$ cat src/hw/irc_regs.svh
// register indices, field positions, reset values and fixed counts of the rate/address block
// assumes: included by bare name from files that need register layout
`ifndef IRC_REGS_SVH
`define IRC_REGS_SVH

`define IRC_IDX_ADDR   1'b0
`define IRC_IDX_RATE   1'b1
`define IRC_ADDR_RST   8'h00
`define IRC_RATE_RST   8'h00
`define IRC_ADDR_MSB   7
`define IRC_ADDR_LSB   1
`define IRC_RATE_MULTIPLIER_CODE_MSB   7
`define IRC_RATE_MULTIPLIER_CODE_LSB   6
`define IRC_ICR_MSB    5
`define IRC_ICR_LSB    0
`define IRC_RATE_MULTIPLIER_CODE_X1    2'b00
`define IRC_RATE_MULTIPLIER_CODE_X2    2'b01
`define IRC_RATE_MULTIPLIER_CODE_X4    2'b10
`define IRC_LAST_BIT   4'h7
`define IRC_PIN_IDLE   1'b1

`endif
$ cat src/hw/irc_pkg.sv
// types shared by the rate/address block modules
// assumes: nothing beyond a SystemVerilog compiler
package irc_pkg;

    // bus observation phase of the slave address detector
    typedef enum logic [1:0] {
        IRC_IDLE = 2'b00,
        IRC_ADDR = 2'b01,
        IRC_ACK  = 2'b10,
        IRC_DATA = 2'b11
    } irc_phase_t;

    // three-stage pin synchroniser state
    typedef struct packed {
        logic s1;
        logic s2;
        logic s3;
        logic level;
    } irc_sync_t;

    // whole state of the top module
    typedef struct packed {
        logic [6:0]  ownAddr;
        logic [7:0]  rateSel;
        logic [7:0]  regRdata;
        logic [13:0] periodCnt;
        logic        sclLow;
        logic        sdaLow;
        logic [9:0]  holdCnt;
        logic        holdBusy;
        logic        ackPending;
        irc_phase_t  phase;
        logic [3:0]  bitCnt;
        logic [7:0]  shift;
        logic        addrMatch;
        logic        slaveRw;
        logic        wakeRequest;
        logic        prevScl;
        logic        prevSda;
    } irc_state_t;

endpackage

$ cat src/hw/irc_rate_if.sv
// carrier between the top module and the rate index lookup
// assumes: one instance inside the top module
`timescale 1ns/1ps
`default_nettype none
interface irc_rate_if;
    logic [5:0]  rateIndex;
    logic [11:0] sclDivider;
    logic [9:0]  sdaHold;

    modport lookup
    (
        input  rateIndex,
        output sclDivider,
        output sdaHold
    );
    modport user
    (
        output rateIndex,
        input  sclDivider,
        input  sdaHold
    );
endinterface
`default_nettype wire

$ cat src/hw/irc_pin_sync.sv
// three-flop synchroniser for an open-drain bus line
// assumes: pin level is asynchronous to clk; idle line is high
`timescale 1ns/1ps
`default_nettype none
`include "irc_regs.svh"
module irc_pin_sync
(
    input  wire logic clk,
    input  wire logic resetn,
    input  wire logic pinIn,
    output logic      level
);
    irc_pkg::irc_sync_t st;
    irc_pkg::irc_sync_t next_st;

    // level changes only when stages two and three agree
    always_comb
    begin
        next_st = st;
        next_st.s1 = pinIn;
        next_st.s2 = st.s1;
        next_st.s3 = st.s2;
        if (st.s2 == st.s3)
        begin
            next_st.level = st.s3;
        end
    end

    // state register, lines idle high
    always_ff @(posedge clk or negedge resetn)
    begin
        if (!resetn)
        begin
            st <= {4{`IRC_PIN_IDLE}};
        end
        else
        begin
            st <= next_st;
        end
    end

    assign level = st.level;
endmodule
`default_nettype wire

$ cat src/hw/irc_rate_addr.sv
// rate/address front end of the two-wire serial module
// assumes: control engine and power manager on the same clk; bus pins open drain
`timescale 1ns/1ps
`default_nettype none
`include "irc_regs.svh"
// Functional notes
// scl and sda only pulled low or released; pins shared with port bits
// identical behaviour in normal and monitor modes
// keeps running in wait mode and can request a wake-up
// shallow stop: inactive, all register contents kept
// deepest stop entry returns every register to reset values
// own address from upper seven bits; answer when that address is called
// multiplier code 00,01,10 gives factor 1,2,4; 11 reserved
// six-bit rate index selects divider and hold through one lookup
// one scl period every factor times divider clock cycles
// after each scl falling edge wait the hold interval before changing sda
// hold lasts hold-value clock cycles, not scaled by the factor
// lookup follows the 64-entry divider and hold table
// software must not write code 11; treated as factor 1
module irc_rate_addr
(
    input  wire logic       clk,
    input  wire logic       resetn,
    input  wire logic       regIndex,
    input  wire logic       regWrite,
    input  wire logic [7:0] regWdata,
    output logic      [7:0] regRdata,
    input  wire logic       moduleEnable,
    input  wire logic       sclRun,
    input  wire logic       sdaTxEnable,
    input  wire logic       sdaTxBit,
    input  wire logic       waitMode,
    input  wire logic       stopShallow,
    input  wire logic       stopDeepEntry,
    input  wire logic       sclIn,
    output logic            sclOut,
    output logic            sclOe,
    input  wire logic       sdaIn,
    output logic            sdaOut,
    output logic            sdaOe,
    output logic            addrMatch,
    output logic            slaveRw,
    output logic            wakeRequest
);
    irc_pkg::irc_state_t st;
    irc_pkg::irc_state_t next_st;
    logic                sclLevel;
    logic                sdaLevel;
    logic [13:0]         period;
    logic [13:0]         half;
    logic                sclFall;
    logic                sclRise;
    logic                startSeen;
    logic                stopSeen;

    irc_rate_if rateBus();

    // bus lines through three-flop synchronisers
    irc_pin_sync sclSync
    (
        .clk    (clk),
        .resetn (resetn),
        .pinIn  (sclIn),
        .level  (sclLevel)
    );
    irc_pin_sync sdaSync
    (
        .clk    (clk),
        .resetn (resetn),
        .pinIn  (sdaIn),
        .level  (sdaLevel)
    );

    // divider and hold from the rate index
    irc_rate_lookup rateTable
    (
        .rate (rateBus.lookup)
    );
    assign rateBus.rateIndex = st.rateSel[`IRC_ICR_MSB:`IRC_ICR_LSB];

    // scl period in clock cycles: factor times divider
    function automatic logic [13:0] ircPeriod(input logic [1:0] rate_multiplier_code, input logic [11:0] div);
        logic [13:0] p;
        case (rate_multiplier_code)
            `IRC_RATE_MULTIPLIER_CODE_X1: p = {2'b00, div};
            `IRC_RATE_MULTIPLIER_CODE_X2: p = {1'b0, div, 1'b0};
            `IRC_RATE_MULTIPLIER_CODE_X4: p = {div, 2'b00};
            default:      p = {2'b00, div};
        endcase
        return p;
    endfunction

    assign period = ircPeriod(st.rateSel[`IRC_RATE_MULTIPLIER_CODE_MSB:`IRC_RATE_MULTIPLIER_CODE_LSB], rateBus.sclDivider);
    assign half = {1'b0, period[13:1]};

    // bus events seen on the synchronised lines
    assign sclFall = st.prevScl & ~sclLevel;
    assign sclRise = ~st.prevScl & sclLevel;
    assign startSeen = sclLevel & st.prevScl & st.prevSda & ~sdaLevel;
    assign stopSeen = sclLevel & st.prevScl & ~st.prevSda & sdaLevel;

    // next state; wait and monitor modes change nothing here
    always_comb
    begin
        next_st = st;
        next_st.addrMatch = 1'b0;
        next_st.wakeRequest = 1'b0;
        next_st.prevScl = sclLevel;
        next_st.prevSda = sdaLevel;

        // register writes and read data
        if (regWrite)
        begin
            if (regIndex == `IRC_IDX_ADDR)
            begin
                next_st.ownAddr = regWdata[`IRC_ADDR_MSB:`IRC_ADDR_LSB];
            end
            else
            begin
                next_st.rateSel = regWdata;
            end
        end
        if (regIndex == `IRC_IDX_ADDR)
        begin
            next_st.regRdata = {st.ownAddr, 1'b0};
        end
        else
        begin
            next_st.regRdata = st.rateSel;
        end

        // scl generation: low for first half, released for the rest
        if (moduleEnable && sclRun)
        begin
            if (st.periodCnt >= 14'(period - 14'h0001))
            begin
                next_st.periodCnt = 14'h0000;
            end
            else
            begin
                next_st.periodCnt = 14'(st.periodCnt + 14'h0001);
            end
            next_st.sclLow = (next_st.periodCnt < half);
        end
        else
        begin
            next_st.periodCnt = 14'h0000;
            next_st.sclLow = 1'b0;
        end

        // sda changes only once the hold count has run out
        if (sclFall)
        begin
            next_st.holdBusy = 1'b1;
            next_st.holdCnt = 10'h001;
        end
        else if (st.holdBusy)
        begin
            if (st.holdCnt >= rateBus.sdaHold)
            begin
                next_st.holdBusy = 1'b0;
                next_st.sdaLow = st.ackPending | (sdaTxEnable & ~sdaTxBit);
            end
            else
            begin
                next_st.holdCnt = 10'(st.holdCnt + 10'h001);
            end
        end

        // address detection on the bus
        if (startSeen)
        begin
            next_st.phase = irc_pkg::IRC_ADDR;
            next_st.bitCnt = 4'h0;
            next_st.ackPending = 1'b0;
        end
        else if (stopSeen)
        begin
            next_st.phase = irc_pkg::IRC_IDLE;
            next_st.ackPending = 1'b0;
        end
        else if (sclRise)
        begin
            case (st.phase)
                irc_pkg::IRC_ADDR:
                begin
                    next_st.shift = {st.shift[6:0], sdaLevel};
                    next_st.bitCnt = 4'(st.bitCnt + 4'h1);
                    if (st.bitCnt == `IRC_LAST_BIT)
                    begin
                        if (st.shift[6:0] == st.ownAddr)
                        begin
                            next_st.phase = irc_pkg::IRC_ACK;
                            next_st.ackPending = 1'b1;
                            next_st.addrMatch = 1'b1;
                            next_st.wakeRequest = 1'b1;
                            next_st.slaveRw = sdaLevel;
                        end
                        else
                        begin
                            next_st.phase = irc_pkg::IRC_IDLE;
                        end
                    end
                end
                irc_pkg::IRC_ACK:
                begin
                    next_st.ackPending = 1'b0;
                    next_st.phase = irc_pkg::IRC_DATA;
                end
                irc_pkg::IRC_DATA:
                begin
                    next_st.phase = irc_pkg::IRC_DATA;
                end
                default:
                begin
                    next_st.phase = irc_pkg::IRC_IDLE;
                end
            endcase
        end

        // disabled module lets go of both lines
        if (!moduleEnable)
        begin
            next_st.phase = irc_pkg::IRC_IDLE;
            next_st.ackPending = 1'b0;
            next_st.holdBusy = 1'b0;
            next_st.sdaLow = 1'b0;
            next_st.addrMatch = 1'b0;
            next_st.wakeRequest = 1'b0;
        end

        // shallow stop freezes everything, registers included
        if (stopShallow)
        begin
            next_st = st;
        end

        // deepest stop entry restores reset contents
        if (stopDeepEntry)
        begin
            next_st = '0;
            next_st.ownAddr = 7'(`IRC_ADDR_RST >> `IRC_ADDR_LSB);
            next_st.rateSel = `IRC_RATE_RST;
            next_st.prevScl = `IRC_PIN_IDLE;
            next_st.prevSda = `IRC_PIN_IDLE;
            next_st.phase = irc_pkg::IRC_IDLE;
        end
    end

    // single state register
    always_ff @(posedge clk or negedge resetn)
    begin
        if (!resetn)
        begin
            st <= '0;
            st.ownAddr <= 7'(`IRC_ADDR_RST >> `IRC_ADDR_LSB);
            st.rateSel <= `IRC_RATE_RST;
            st.prevScl <= `IRC_PIN_IDLE;
            st.prevSda <= `IRC_PIN_IDLE;
            st.phase <= irc_pkg::IRC_IDLE;
        end
        else
        begin
            st <= next_st;
        end
    end

    // outputs straight from state flops; enables low while pulling low
    assign regRdata = st.regRdata;
    assign sclOut = st.sclLow & ~st.sclLow;
    assign sclOe = ~st.sclLow;
    assign sdaOut = st.sdaLow & ~st.sdaLow;
    assign sdaOe = ~st.sdaLow;
    assign addrMatch = st.addrMatch;
    assign slaveRw = st.slaveRw;
    assign wakeRequest = st.wakeRequest;

    // wait mode deliberately has no effect on the logic
    logic unusedWait;
    assign unusedWait = waitMode;
endmodule
`default_nettype wire

$ cat src/hw/irc_rate_lookup.sv
// 64-entry rate index lookup: scl divider and sda hold count
// assumes: purely combinational, driven through the rate interface
`timescale 1ns/1ps
`default_nettype none
module irc_rate_lookup
(
    irc_rate_if.lookup rate
);
    // base rows: codes 00..1F as {divider, hold}
    function automatic logic [21:0] ircBase(input logic [4:0] code);
        logic [21:0] r;
        r = {12'h014, 10'h007};
        case (code)
            5'h00: r = {12'h014, 10'h007};
            5'h01: r = {12'h016, 10'h007};
            5'h02: r = {12'h018, 10'h008};
            5'h03: r = {12'h01A, 10'h008};
            5'h04: r = {12'h01C, 10'h009};
            5'h05: r = {12'h01E, 10'h009};
            5'h06: r = {12'h022, 10'h00A};
            5'h07: r = {12'h028, 10'h00A};
            5'h08: r = {12'h01C, 10'h007};
            5'h09: r = {12'h020, 10'h007};
            5'h0A: r = {12'h024, 10'h009};
            5'h0B: r = {12'h028, 10'h009};
            5'h0C: r = {12'h02C, 10'h00B};
            5'h0D: r = {12'h030, 10'h00B};
            5'h0E: r = {12'h038, 10'h00D};
            5'h0F: r = {12'h044, 10'h00D};
            5'h10: r = {12'h030, 10'h009};
            5'h11: r = {12'h038, 10'h009};
            5'h12: r = {12'h040, 10'h00D};
            5'h13: r = {12'h048, 10'h00D};
            5'h14: r = {12'h050, 10'h011};
            5'h15: r = {12'h058, 10'h011};
            5'h16: r = {12'h068, 10'h015};
            5'h17: r = {12'h080, 10'h015};
            5'h18: r = {12'h050, 10'h009};
            5'h19: r = {12'h060, 10'h009};
            5'h1A: r = {12'h070, 10'h011};
            5'h1B: r = {12'h080, 10'h011};
            5'h1C: r = {12'h090, 10'h019};
            5'h1D: r = {12'h0A0, 10'h019};
            5'h1E: r = {12'h0C0, 10'h021};
            5'h1F: r = {12'h0F0, 10'h021};
            default: r = {12'h014, 10'h007};
        endcase
        return r;
    endfunction

    // codes 20..3F scale row 18..1F by 2,4,8,16; hold becomes k*(h-1)+1
    logic [21:0] base;
    logic [1:0]  scale;
    always_comb
    begin
        scale = rate.rateIndex[4:3];
        if (rate.rateIndex[5])
        begin
            base = ircBase({2'b11, rate.rateIndex[2:0]});
            // shift amount kept three bits wide so that scale 3 gives 16, not a wrap to 1
            rate.sclDivider = 12'(base[21:10] << ({1'b0, scale} + 3'h1));
            rate.sdaHold = 10'(((base[9:0] - 10'h001) << ({1'b0, scale} + 3'h1)) + 10'h001);
        end
        else
        begin
            base = ircBase(rate.rateIndex[4:0]);
            rate.sclDivider = base[21:10];
            rate.sdaHold = base[9:0];
        end
    end
endmodule
`default_nettype wire

$ cat config.mk
export PLATFORM = sky130hd
export DESIGN_NAME = irc_rate_addr
export DESIGN_NICKNAME = d
export VERILOG_FILES = /design/src/hw/irc_pkg.sv /design/src/hw/irc_rate_if.sv /design/src/hw/irc_pin_sync.sv /design/src/hw/irc_rate_addr.sv /design/src/hw/irc_rate_lookup.sv
export VERILOG_INCLUDE_DIRS = /design/src /design/src/hw
export SDC_FILE = /design/constraint.sdc
export NUM_CORES = 1
export LEC_CHECK = 0
export ABC_CLOCK_PERIOD_IN_PS = 12090
export BUFFER_PORTS_ARGS = -buffer_cell sky130_fd_sc_hd__buf_4
export CORE_MARGIN = 1.5
export CORE_UTILIZATION = 31
export DETAILED_ROUTE_END_ITERATION = 16
export PLACE_DENSITY = 0.49
export SLEW_MARGIN = 5
export SYNTH_ARGS = -nofsm -noshare
export SYNTH_HDL_FRONTEND = slang
export SYNTH_SLANG_ARGS = --single-unit
export TNS_END_PERCENT = 20
$ cat constraint.sdc
create_clock -name clk -period 12.09 [get_ports clk]
set_input_delay 2.418 -clock clk [delete_from_list [all_inputs] [get_ports clk]]
set_output_delay 2.418 -clock clk [all_outputs]
set_load 0.1 [all_outputs]
==> results_dict.tcl <==
set metrics [dict create \
    status "finished, final reports clean" \
    critical_path_arrival_ps 7110 \
    rows 51 \
    first_pass_iters 4 \
    synth_enable_flop_cells 0 \
    area_growth_pct 10.9 \
    clock_latency_ps 340 \
    grt_usage_pct 15.6 \
    synth-seq-cells 76 \
    rsz0062_at_grt "false" \
    critPathMaxFanout 12 \
    syn_area_per_cell_sq_um 8.66 \
    power.total_mw 0.755 \
    die_area_sq_um 20500 \
    drive_gt1_share_pct 11.5 \
    synth.yosys.seq_area_share_pct 31.4 \
    crit_top_cell "nor2_1" \
    ys_types 83 \
    die_h_um 143 \
    clkSinkCount 76 \
    syn_inst 704 \
    relSlewSlack_pct 30.9 \
    post-cts-setup-buffers 0 \
    max_freq_mhz 146 \
    grt_max_degree 77 \
    cts-root-buf "clkbuf_16" \
    p_per_area_nw_per_um2 112 \
    tightest_slew_ps 1030 \
    final_area_sq_um 6760 \
    min_path_type "register to register" \
    final_hold_viol_count 0 \
    leakage_nw 3.11 \
    gr-total-overflow 0 \
    antenna_cells 0 \
    coreArea_sq_um 19400 \
    finalNetCount 785 \
    cts_tree "built" \
    finalCriticalPeriod_ps 6830 \
    synth_area_sq_um 6100 \
    end_kind "register" \
    setup_viol 0 \
    clock_path_buffers 2 \
    max_stage_delay_ps 610 \
    tns_ps 0 \
    drv_slew 0 \
    ys.flop_type "dfrtp_1" \
    numCtsBuffers 9 \
    routedWlPerCell_um 15.4 \
    crit_type "register to register" \
    place_area_sq_um 6440 \
    die_w_um 143 \
    drc_errors 0 \
    wirelength_um 15100 \
    period_share_pct 56.5 \
    cts_hold_buf 0 \
    gp_congestion 0.820 \
    grt_pass1_wl_um 25500 \
    async_flop_share_pct 100 \
    drt_iter0_drc 192 \
    dp_hpwl_um 11200 \
    yosys_warnings 0 \
    slowest_stage "dfrtp_1" \
    htree_levels 3 \
    start_util_pct 31.4 \
    drtAntennaViolNets 0 \
    drv_cap 0 \
    portBuffers 32 \
    vias_per_cell 5.28 \
    fin_util_pct 34.8 \
    startpoint_type "register" \
    num_io_pins 36 \
    antenna_found_initial 0 \
    skew_ps 7.15 \
    route.vias.total 5167 \
    clk_pin_slew_ps 60 \
    vdd_drop_max_uv 80.7 \
    ctsResizeCount 0 \
    first_global_vias 5124 \
    cp.required_ps 12370 \
]
==> registers in the layout, indices dropped and copies added, names as in the netlist <==
register / flops
sclSync.next_st: 2
slaveRw: 1
sdaSync.next_st: 2
sclSync.st: 1
sdaSync.st: 1
addrMatch: 1
regRdata: 8
sclSync.level: 1
st: 52
rateBus.rateIndex: 6
sdaSync.level: 1
==> cell usage after synthesis (6+ instances only) <==
library cell | n | area [sq um]
and3_1 | 18 | 113
a22o_1 | 8 | 70.1
dfrtp_1 | 66 | 1650
mux2i_1 | 13 | 130
a32o_1 | 7 | 70.1
xor2_1 | 11 | 96.3
nand4_1 | 10 | 62.6
nor4_1 | 6 | 37.5
a31oi_1 | 6 | 37.5
o21a_1 | 6 | 45.0
nand3_1 | 17 | 85.1
nor2_1 | 64 | 240
clkbuf_1 | 20 | 75.1
ha_1 | 56 | 701
a21oi_1 | 40 | 200
nor2b_1 | 6 | 37.5
xnor2_1 | 19 | 166
nand2b_1 | 11 | 68.8
buf_4 | 13 | 97.6
inv_1 | 26 | 97.6
a21o_1 | 26 | 195
nor3_1 | 16 | 80.1
dfstp_2 | 10 | 263
nand2_1 | 62 | 233
or3_1 | 8 | 50.1
nor3b_1 | 7 | 52.6
o21ai_0 | 51 | 255
or3b_1 | 7 | 61.3
==> cells in the final DEF, fill, tap and decap left out, types with 4 or more instances in the layout <==
master / Yosys / routed
and3_1: 18 / 18
nand2b_1: 11 / 11
nand3_1: 17 / 17
xnor2_1: 19 / 19
clkbuf_16: 0 / 9
o31ai_1: 4 / 4
inv_1: 26 / 26
a211oi_1: 5 / 5
mux2i_1: 13 / 13
o21ai_0: 51 / 51
nor3_1: 16 / 16
a21o_1: 26 / 26
ha_1: 56 / 56
o211ai_1: 5 / 5
nor2b_1: 6 / 6
nor2_1: 64 / 64
or3b_1: 7 / 7
or2_2: 5 / 5
nor3b_1: 7 / 7
dfstp_2: 10 / 10
a31oi_1: 6 / 6
a22o_1: 8 / 8
a32o_1: 7 / 7
nand2_1: 62 / 62
a21oi_1: 40 / 40
buf_4: 13 / 34
o22ai_1: 5 / 5
dfrtp_1: 66 / 66
xor2_1: 11 / 11
o21a_1: 6 / 6
or3_1: 8 / 8
nor4_1: 6 / 6
nand4_1: 10 / 10
==> where the power goes <==
part | switching [mW] | internal (mW) | total [mW]
registers | 0.0125 | 0.265 | 0.277
logic | 0.120 | 0.0684 | 0.188
clock network | 0.110 | 0.181 | 0.290
==> worst max-delay path, delay by kind of cell (launching register included) <==
| kind | cells | cell delay (ps) |
|---|---|---|
| adder cells (fa/ha/maj) | 4 | 1220 |
| multiplexers | 1 | 320 |
| AND/OR/NAND/NOR | 8 | 1130 |
| buffers and inverters | 1 | 270 |
| AO/OA/AOI/OAI | 13 | 3190 |
| flip-flops | 1 | 610 |
==> worst paths after layout <==
path / start / to / slack (ps) / cells past startpoint
worst max-delay path: rateBus.rateIndex[1] / st[32] / 5260 / 27
worst min-delay path: sclSync.next_st[2] / sclSync.next_st[1] / 360 / 0
worst max register to register: rateBus.rateIndex[1] / st[32] / 5260 / 27
worst min register to register: sclSync.next_st[2] / sclSync.next_st[1] / 360 / 0
max in group asynchronous: resetn / regRdata[0] / 9200 / 1
min in group asynchronous: resetn / st[43] / 2210 / 1
==> per-layer routing <==
metal  wire length [um]  global-route usage [%]  vias up
met5                  0                       0        -
met4                257                    5.80        0
met3                365                    2.48       17
met2               7320                    26.3       75
met1               7110                    20.1     2510
li1                   -                       -     2565
==> final cells by class <==
class / count / area [sq um]
fill: 2101 / 12600
multi-input combinational: 561 / 3840
sequential: 76 / 1910
tap: 265 / 332
timing repair buffer: 34 / 255
clock buffer: 10 / 229
inverter: 26 / 97.6
clock inverter: 6 / 88.8
==> cell families after synthesis <==
group           synth area share [%]
fa+ha+maj                       11.8
mux                             2.50
simple gates                    21.4
xor+xnor                        4.31
buf+inv                         5.64
flops                           31.4
compound gates                  22.9
other cells                   0.0615
==> per-stage QoR <==
| stage | worst slack (ps) | cells | hold slack (ps) |
|---|---|---|---|
| floorplan | 6320 | 705 | 345 |
| global placement | 5360 | 962 | 350 |
| detailed placement | 5340 | 962 | 348 |
| CTS | 5290 | 978 | 359 |
| global route | 4620 | 978 | 360 |
| finish | 5260 | 978 | 357 |
(Power assumes the default switching activity.)
